===== config.mk =====
export PLATFORM = sky130hd
export DESIGN_NAME = aepo_serial
export DESIGN_NICKNAME = d
export VERILOG_FILES = /design/src/hw/aepo_pwm.v /design/src/hw/aepo_serial.v
export VERILOG_INCLUDE_DIRS = /design/src /design/src/common
export SDC_FILE = /design/constraint.sdc
export NUM_CORES = 1
export LEC_CHECK = 0
export BUFFER_PORTS_ARGS = -buffer_cell sky130_fd_sc_hd__buf_2
export CAP_MARGIN = 40
export CORE_MARGIN = 2
export CORE_UTILIZATION = 54
export CTS_BUF_LIST = sky130_fd_sc_hd__clkbuf_8
export DETAILED_ROUTE_END_ITERATION = 8
export GPL_TIMING_DRIVEN = 0
export PLACE_DENSITY = 0.77
export SLEW_MARGIN = 30
export SYNTH_ARGS = -nofsm -noshare
export SYNTH_HDL_FRONTEND = slang
export SYNTH_SLANG_ARGS = --single-unit

===== constraint.sdc =====
create_clock -name clk_sys -period 2.8 [get_ports clk_sys]
set_input_delay 0.42 -clock clk_sys [delete_from_list [all_inputs] [get_ports clk_sys]]
set_output_delay 0.42 -clock clk_sys [all_outputs]
set_load 0.01 [all_outputs]

===== src/common/aepo_regs.vh =====
// Constants for the angle encoder serial port and pulse output
`ifndef AEPO_REGS_VH
`define AEPO_REGS_VH

// Frame layout
`define AEPO_CMD_BITS       5
`define AEPO_DATA_BITS      16
`define AEPO_FRAME_BITS     21

// Command codes
`define AEPO_CMD_RD_ANGLE   5'h00
`define AEPO_CMD_RD_MULTI   5'h01
`define AEPO_CMD_RD_BOTH    5'h04
`define AEPO_CMD_RD_CUSTOM  5'h07
`define AEPO_CMD_WR_CONFIG  5'h11
`define AEPO_CMD_WR_CUSTOM  5'h17
`define AEPO_CMD_XT_FIRST   5'h18

// Custom and config word field positions
`define AEPO_WLSB_MSB       13
`define AEPO_WLSB_LSB       7
`define AEPO_GAIN_MSB       6
`define AEPO_GAIN_LSB       4
`define AEPO_SLEEP_BIT      15

// Reset values and wake threshold floor
`define AEPO_WLSB_RST       7'h04
`define AEPO_WLSB_MIN       7'h04
`define AEPO_GAIN_RST       3'h0

// Timing
`define AEPO_CLK_NS         8
`define AEPO_TO_MIN_NS      20000
`define AEPO_TO_MAX_NS      24000
`define AEPO_PWM_UNIT_PS    556
`define AEPO_PWM_PERIOD     257

`endif


===== src/hw/aepo_pwm.v =====
// Pulse width output generator for the angle position
`timescale 1ns/10ps
`include "aepo_regs.vh"

module aepo_pwm #(
  parameter UNIT_CYC = 69
) (
  // Clock and reset
  input  wire       clk_sys,
  input  wire       resetn,
  // Angle source
  input  wire [7:0] angle,
  input  wire       angle_valid,
  // Pulse output
  output reg        pwm_out_ff
);

  reg  [15:0] unit_cnt_ff;   // Cycles within one time unit
  reg  [8:0]  slot_cnt_ff;   // Time unit within the period, 0..256
  reg  [7:0]  angle_lat_ff;  // Angle frozen for the whole period
  wire        unit_end;
  wire [8:0]  slot_nxt;

  assign unit_end = (unit_cnt_ff == UNIT_CYC[15:0] - 16'h0001);
  assign slot_nxt = (slot_cnt_ff == 9'h100) ? 9'h000 : slot_cnt_ff + 9'h001;

  // Unit and period counters; angle latched at period start to avoid glitchy widths
  always @(posedge clk_sys or negedge resetn) begin
    if (!resetn) begin
      unit_cnt_ff  <= 16'h0000;
      slot_cnt_ff  <= 9'h000;
      angle_lat_ff <= 8'h00;
      pwm_out_ff   <= 1'b0;
    end else begin
      unit_cnt_ff <= unit_end ? 16'h0000 : unit_cnt_ff + 16'h0001;
      if (unit_end) begin
        slot_cnt_ff <= slot_nxt; // Period of 257 units
        if (slot_nxt == 9'h000)
          angle_lat_ff <= angle;
      end
      // High for angle+1 units, low for 256-angle units
      if (!angle_valid)
        pwm_out_ff <= 1'b0; // Invalid data holds low
      else
        pwm_out_ff <= (slot_cnt_ff <= {1'b0, angle_lat_ff});
    end
  end

endmodule // aepo_pwm


===== src/hw/aepo_serial.v =====
// Three-wire serial command port with gain mirror and pulse output
`timescale 1ns/10ps
`include "aepo_regs.vh"

// Notes on behaviour
// - Select, clock and one shared data line
// - All command and data bits use data line
// - Five command bits then sixteen data bits
// - Command bits sampled on rising clock edges
// - Drive read data half period after command
// - Select removed releases the data line
// - Abandon transfer after idle timeout, in two-wire mode only
// - Extended mode uses identical framing
// - Pulse high for angle plus one units
// - Pulse period totals 257 units
// - One unit is nominally 0.556 us
// - Invalid angle holds pulse output low
// - No low power when pulse output used
// - Gain is three bits, eight steps
// - Gain from memory or mirror register
// - Command zero returns angle, agc, lock, parity
// - Custom read returns threshold and gain
module aepo_serial #(
  parameter TO_CYC   = 2500,
  parameter UNIT_CYC = 69
) (
  // Clock and reset
  input  wire       clk_sys,
  input  wire       resetn,
  // Serial link pins
  input  wire       sel_n_in,
  input  wire       link_clk_in,
  input  wire       bidir_data_line_in,
  output reg        bidir_data_line_out_ff,
  output reg        bidir_data_line_oe_ff,
  // Measurement inputs
  input  wire [7:0] angle,
  input  wire [5:0] agc_level,
  input  wire       adc_lock,
  input  wire       angle_valid,
  input  wire [7:0] turn_count,
  // Configuration
  input  wire       two_wire_mode,
  input  wire       pwm_is_output,
  input  wire [2:0] otp_gain,
  input  wire       otp_gain_sel,
  input  wire       ext_mode,
  // Results
  output reg  [2:0] gain_ff,
  output reg        low_power_ff,
  output reg  [6:0] wake_lsb_ff,
  output reg        xt_write_ff,
  output reg  [20:0] xt_word_ff,
  output wire       pwm_out
);

  // Frame sequencer states; ST_IDLE also covers the cycle after a timeout
  localparam ST_IDLE = 2'h0;
  localparam ST_CMD  = 2'h1;
  localparam ST_DATA = 2'h2;

  // Pin synchronisers, first stage read only by second
  reg  [1:0]  sel_sync_ff;
  reg  [1:0]  clk_sync_ff;
  reg  [1:0]  dat_sync_ff;
  reg         clk_prev_ff;     // Previous synchronised clock level
  reg  [1:0]  state_ff;
  reg  [4:0]  bit_cnt_ff;      // Rising edges seen in this frame
  reg  [4:0]  cmd_ff;          // Shifted command
  reg  [15:0] shift_ff;        // Write data in or read data out
  reg  [15:0] to_cnt_ff;       // Idle cycles since last rising edge
  reg         drv_pend_ff;     // Waiting for half period to drive
  reg  [15:0] half_cnt_ff;     // Measured half period of link clock
  reg         sleep_req_ff;    // Requested low power mode
  reg  [2:0]  mirror_gain_ff;  // Gain mirror written over the port
  wire        sel_act;
  wire        clk_rise;
  wire        clk_fall;
  wire        dat_bit;
  wire [4:0]  cmd_full;
  reg  [15:0] rd_word;

  // Select is active low at the pin; edges are found on the synchronised clock level,
  // so every pin change is seen two system clocks late
  assign sel_act  = ~sel_sync_ff[1];
  assign clk_rise = clk_sync_ff[1] & ~clk_prev_ff;
  assign clk_fall = ~clk_sync_ff[1] & clk_prev_ff;
  assign dat_bit  = dat_sync_ff[1];
  assign cmd_full = {cmd_ff[3:0], dat_bit};

  // Even parity over the upper fifteen bits
  function [15:0] with_parity;
    input [14:0] v;
    begin
      with_parity = {v, ^v};
    end
  endfunction

  // Read word for the completed command
  // Unknown read codes give zero rather than a stale word
  always @* begin
    rd_word = 16'h0000;
    case (cmd_full)
      `AEPO_CMD_RD_ANGLE:
        rd_word = with_parity({adc_lock & ~low_power_ff, agc_level, angle});
      `AEPO_CMD_RD_MULTI:
        rd_word = with_parity({adc_lock & ~low_power_ff, agc_level, turn_count});
      `AEPO_CMD_RD_BOTH:
        rd_word = {turn_count, angle};
      `AEPO_CMD_RD_CUSTOM:
        rd_word = with_parity({2'h0, wake_lsb_ff, mirror_gain_ff, 3'h0});
      default:
        rd_word = 16'h0000;
    endcase
  end

  // Two-flop synchronisers on every pin input
  // Reset levels match the idle pins, so no false edge follows reset
  always @(posedge clk_sys or negedge resetn) begin
    if (!resetn) begin
      sel_sync_ff <= 2'h3;
      clk_sync_ff <= 2'h0;
      dat_sync_ff <= 2'h0;
      clk_prev_ff <= 1'b0;
    end else begin
      sel_sync_ff <= {sel_sync_ff[0], sel_n_in};
      clk_sync_ff <= {clk_sync_ff[0], link_clk_in};
      dat_sync_ff <= {dat_sync_ff[0], bidir_data_line_in};
      clk_prev_ff <= clk_sync_ff[1];
    end
  end

  // Half period of link clock, measured from rising to falling edge
  // The idle count restarts at each rising edge, so at the falling edge it holds the
  // high time; a controller with an uneven duty cycle moves the drive point with it
  always @(posedge clk_sys or negedge resetn) begin
    if (!resetn)
      half_cnt_ff <= 16'h0001;
    else if (clk_fall && to_cnt_ff != 16'h0000)
      half_cnt_ff <= to_cnt_ff;
  end

  // Frame sequencer
  // The edge detector needs the link clock well below a quarter of the system clock;
  // faster links would lose edges rather than shift garbage
  always @(posedge clk_sys or negedge resetn) begin
    if (!resetn) begin
      state_ff               <= ST_IDLE;
      bit_cnt_ff             <= 5'h00;
      cmd_ff                 <= 5'h00;
      shift_ff               <= 16'h0000;
      to_cnt_ff              <= 16'h0000;
      drv_pend_ff            <= 1'b0;
      bidir_data_line_out_ff <= 1'b0;
      bidir_data_line_oe_ff  <= 1'b0;
      wake_lsb_ff            <= `AEPO_WLSB_RST;
      mirror_gain_ff         <= `AEPO_GAIN_RST;
      sleep_req_ff           <= 1'b0;
      xt_write_ff            <= 1'b0;
      xt_word_ff             <= 21'h000000;
    end else begin
      xt_write_ff <= 1'b0;
      if (!sel_act) begin
        // Select removed: float line, restart count
        state_ff              <= ST_IDLE;
        bit_cnt_ff            <= 5'h00;
        drv_pend_ff           <= 1'b0;
        bidir_data_line_oe_ff <= 1'b0;
        to_cnt_ff             <= 16'h0000;
      end else if (two_wire_mode && state_ff != ST_IDLE && !clk_rise &&
                   to_cnt_ff >= TO_CYC[15:0]) begin
        // Idle too long after a rising edge: drop frame
        // An edge in this very cycle is activity and is taken below instead
        state_ff              <= ST_IDLE;
        bit_cnt_ff            <= 5'h00;
        drv_pend_ff           <= 1'b0;
        bidir_data_line_oe_ff <= 1'b0;
        // Restart the idle count so that the next frame is not dropped at once
        to_cnt_ff             <= 16'h0000;
      end else begin
        if (state_ff == ST_IDLE)
          state_ff <= ST_CMD;
        to_cnt_ff <= clk_rise ? 16'h0000 :
                     (to_cnt_ff == 16'hFFFF ? to_cnt_ff : to_cnt_ff + 16'h0001);
        // The line was released at the last command edge; driving only after the
        // measured half period keeps clear of the controller's hold time
        // Drive read data half period after last command edge
        if (drv_pend_ff && to_cnt_ff >= half_cnt_ff) begin
          drv_pend_ff            <= 1'b0;
          bidir_data_line_oe_ff  <= 1'b1;
          bidir_data_line_out_ff <= shift_ff[15];
        end
        // Next data bit placed at falling edge, stable over rising
        if (clk_fall && bidir_data_line_oe_ff && bit_cnt_ff > 5'h05) begin
          bidir_data_line_out_ff <= shift_ff[15];
        end
        // Select is active here, so an edge just after select or a timeout counts
        if (clk_rise) begin
          // Saturates, so stray edges past the frame never wrap into a new command
          bit_cnt_ff <= (bit_cnt_ff == 5'h1F) ? bit_cnt_ff : bit_cnt_ff + 5'h01;
          if (bit_cnt_ff < `AEPO_CMD_BITS - 1) begin
            cmd_ff <= cmd_full; // Command MSB first
          end else if (bit_cnt_ff == `AEPO_CMD_BITS - 1) begin
            cmd_ff   <= cmd_full;
            state_ff <= ST_DATA;
            if (!cmd_full[4]) begin
              // Read: release now, drive later
              shift_ff              <= rd_word;
              bidir_data_line_oe_ff <= 1'b0;
              drv_pend_ff           <= 1'b1;
            end
          end else if (bit_cnt_ff < `AEPO_FRAME_BITS) begin
            if (!cmd_ff[4]) begin
              shift_ff <= {shift_ff[14:0], 1'b0}; // D15 first
            end else begin
              shift_ff <= {shift_ff[14:0], dat_bit};
            end
            if (bit_cnt_ff == `AEPO_FRAME_BITS - 1 && cmd_ff[4]) begin
              // Write completes on the last rising edge
              if (ext_mode || cmd_ff >= `AEPO_CMD_XT_FIRST) begin
                xt_write_ff <= 1'b1; // Same framing in extended mode
                xt_word_ff  <= {cmd_ff, shift_ff[14:0], dat_bit};
              end else if (cmd_ff == `AEPO_CMD_WR_CUSTOM) begin
                // Thresholds below the floor are raised to the floor
                wake_lsb_ff <= (shift_ff[12:6] < `AEPO_WLSB_MIN) ?
                               `AEPO_WLSB_MIN : shift_ff[12:6];
                mirror_gain_ff <= shift_ff[5:3];
              end else if (cmd_ff == `AEPO_CMD_WR_CONFIG) begin
                sleep_req_ff <= shift_ff[14];
              end
            end
          end
        end
      end
    end
  end

  // Gain source and low power gating
  // A sleep request is kept while the pulse output is in use and takes effect
  // only once the pulse output is released
  always @(posedge clk_sys or negedge resetn) begin
    if (!resetn) begin
      gain_ff      <= `AEPO_GAIN_RST;
      low_power_ff <= 1'b0;
    end else begin
      gain_ff      <= otp_gain_sel ? otp_gain : mirror_gain_ff;
      low_power_ff <= sleep_req_ff & ~pwm_is_output;
    end
  end

  // Pulse width angle output
  // Runs free of the serial port; the angle is taken once per period
  aepo_pwm #(
    .UNIT_CYC (UNIT_CYC)
  ) u_pwm (
    .clk_sys     (clk_sys),
    .resetn      (resetn),
    .angle       (angle),
    .angle_valid (angle_valid),
    .pwm_out_ff  (pwm_out)
  );

endmodule // aepo_serial


==> flow_metrics.py <==
metrics = {
    "global_route": {
        "grt_pass1_vias": 5527,
        "grt_overflow": 0,
        "grt_max_degree": 78,
        "grt_use_total_pct": 23.5,
        "grt_antenna_before_repair": 0,
        "grt_pass1_wl_um": 27100,
    },
    "critical_path": {
        "critPathMaxStageDelay_ns": 0.54,
        "cp.arrival_ns": 3.01,
        "crit_path_start_kind": "flop",
        "endpoint_kind": "flop",
        "cp_max_fo": 10,
        "setup.worst_path.class": "flop to flop",
        "path_cells": "o21ai_1 -> nand2b_1 -> a211o_1 -> or3_1 -> or4b_4 -> nor2_8 -> mux2_4",
        "cp.required_ns": 3.13,
        "crit_slowest_cell": "or4b_4",
    },
    "floorplanning": {
        "die_area_mm2": 0.0146,
        "die_y_um": 121,
        "start_util_pct": 55.5,
        "die_w_um": 121,
        "rows": 42,
        "pin_count": 72,
        "coreArea_mm2": 0.0133,
    },
    "clock_tree": {
        "clock_path_buffers": 2,
        "clk_pin_slew_ns": 0.08,
        "numCtsBuffers": 17,
        "cts_root_buf": "clkbuf_8",
        "clkLatencyLatePin_ns": 0.45,
        "htreeDepth": 4,
        "clock_sinks": 141,
        "cts_tree": "yes",
    },
    "power": {
        "leakage_nw": 4.07,
        "power.density_mw_per_mm2": 548,
        "peakVddDrop_mv": 0.286,
    },
    "yosys": {
        "syn_area_mm2": 0.00738,
        "yosys.area_share.simple_pct": 13.8,
        "synthAdderAreaFrac_pct": 5.77,
        "synth_top_family_by_area": "simple AND/OR/NAND/NOR gates",
        "ys_seq_elements": 141,
        "synth_top_cell_by_area": "dfrtp_1",
        "synthCells": 691,
        "synth.distinct_cells": 57,
        "seq_area_frac_synth_pct": 47.9,
        "yosysWarnings": 0,
        "synthMuxAreaShare_pct": 11.5,
        "synth_flop_cell": "dfrtp_1",
        "synth_top_area_share_pct": 46.5,
        "async_flop_share_pct": 100,
        "synth_compound_area_share_pct": 10.3,
        "syn-num-nets": 761,
        "syn_avg_cell_area_um2": 10.7,
        "synthTopCellsByArea": "dfrtp_1 46%, mux2_2 9.2%, ha_1 5.8%",
        "synth-edff-count": 0,
        "synth_xor_area_share_pct": 7.36,
    },
    "sta": {
        "timing.final.crit_share_pct": 95.8,
        "slew_headroom_pct": 44.1,
        "whs_ns": 0.0736,
        "tns_ns": 0,
        "slew_viol_final": 0,
        "setup_viol": 0,
        "fin_ws_ns": 0.117,
        "hold_viol": 0,
        "period_needed_ns": 2.68,
        "worst_pin_slew_ns": 0.831,
        "clock_skew_ns": 0.00873,
        "grt_setup_unrepaired": "no",
        "fmax_ghz": 0.373,
    },
    "detailed_routing": {
        "ant_nets": 0,
        "drtPass1Iterations": 6,
        "drtIter0Drc": 446,
        "drc": 0,
        "post_drt_wl_per_cell_um": 16.7,
        "wl_um": 16200,
        "via_count": 5681,
        "avgViaCountPerCell": 5.84,
    },
    "cells_and_area": {
        "area_growth_syn_to_layout_pct": 15.3,
        "final_nets": 853,
        "drive_above_1_share_pct": 24.5,
        "diodes": 0,
        "utilization_pct": 64.0,
        "fin_area_mm2": 0.00851,
    },
    "placement": {
        "place_ws_ns": 0.0883,
        "dp_hpwl_um": 11800,
        "placed_area_mm2": 0.00800,
        "place_congestion": 0.888,
        "io_buffer_count": 71,
    },
    "run_status": {
        "outcome": "finished, final reports clean",
    },
    "job": {
        "cap_violations": 0,
    },
    "hold_path": {
        "hold_path_class": "primary input to flop",
    },
}
layout make-up:
| class | instances | area (um^2) |
|---|---|---|
| plain buffers | 22 | 96.3 |
| clock inverters | 13 | 221 |
| fillers | 1049 | 4790 |
| clock buffers | 19 | 262 |
| flip-flops and latches | 141 | 3530 |
| multi-input cells | 486 | 3610 |
| inverters | 41 | 154 |
| well taps | 176 | 220 |
| repair buffers | 74 | 410 |
power breakdown:
| group | internal, mW | leakage [nW] | switching (mW) |
|---|---|---|---|
| clock network | 1.19 | 0.250 | 0.759 |
| registers | 2.12 | 1.81 | 0.0997 |
| logic | 0.212 | 2.02 | 0.280 |
| total | 3.52 | 4.07 | 1.14 |
cell usage in the layout, fill, tap and decap left out, types with 19 or more instances in the layout:
| master | instances |
|---|---|
| a21oi_1 | 27 |
| inv_1 | 44 |
| nand2_1 | 56 |
| mux2_2 | 60 |
| dfrtp_1 | 136 |
| xnor2_1 | 41 |
| o21ai_0 | 40 |
| nor2_1 | 52 |
| buf_2 | 74 |
| ha_1 | 34 |
| xor2_1 | 21 |
| clkbuf_8 | 19 |
sequential cells by signal (all words and copies together), names as in the netlist, 3 cells and up:
signal and flops:
u_pwm.angle_lat_ff 8, mirror_gain_ff 3, xt_word_ff 21, bit_cnt_ff 5, wake_lsb_ff 7, u_pwm.slot_cnt_ff 9, cmd_ff 5, to_cnt_ff 16
shift_ff 16, u_pwm.unit_cnt_ff 16, half_cnt_ff 16, gain_ff 3
cell usage after synthesis (10+ instances only):
cell / count
nand2_1: 56
nor2_1: 52
inv_1: 41
clkbuf_1: 17
ha_1: 34
a21oi_1: 27
a222oi_1: 10
and3_1: 10
mux2_2: 60
nand4_1: 10
nand3_1: 16
xor2_1: 21
dfrtp_1: 137
o21ai_0: 40
xnor2_1: 41
critical path: cells and delay by family, from the launching register on:
| kind | cells | cell delay [ns] |
|---|---|---|
| DFF | 1 | 0.46 |
| and+or+nand+nor | 4 | 1.28 |
| muxes | 1 | 0.33 |
| AOI/OAI and AO/OA | 2 | 0.48 |
path summary, 6_finish.rpt:
| kind | startpoint | end | slack, ns | depth (start not counted) |
|---|---|---|---|---|
| max in group asynchronous | resetn | cmd_ff[0] | 1.54 | 3 |
| worst min register to register | clk_sync_ff[0] | clk_sync_ff[1] | 0.35 | 0 |
| worst max-delay path | bit_cnt_ff[0] | mirror_gain_ff[2] | 0.12 | 7 |
| worst min-delay path | sel_n_in | sel_sync_ff[0] | 0.07 | 1 |
| min in group asynchronous | resetn | u_pwm.slot_cnt_ff[7] | 0.54 | 2 |
| worst max register to register | bit_cnt_ff[0] | mirror_gain_ff[2] | 0.12 | 7 |
through the flow:
step	std cells	total power, mW
6_report	972	4.66
3_5_place_dp	939	2.74
4_1_cts	972	4.69
2_1_floorplan	691	2.54
3_3_place_gp	938	2.70
5_1_grt	972	4.86
repair_timing:
action,in CTS,in global routing
setup buffers,0,0
resized for setup,0,2
hold buffers,1,0
endpoints found under the hold margin,72,0
setup endpoints to repair,0,3
routing by layer:
layer	up-vias	track usage, %	part of all wire, %
met2	190	38.0	49
met4	0	8.65	1.7
met1	2826	31.3	43
li1	2635	-	-
met5	-	0	0
met3	30	4.89	5.6
kinds of logic (layout without fill, tap and decap cells):
kind of cell	Yosys count	count (layout)
AOI/OAI and AO/OA	116	116
xor gates and xnor gates	62	62
adders and majority gates	34	34
buffers and inverters	64	169
DFF	141	141
muxes	73	73
and+or+nand+nor	201	201
Note: power is estimated with default switching activity, not from simulation.
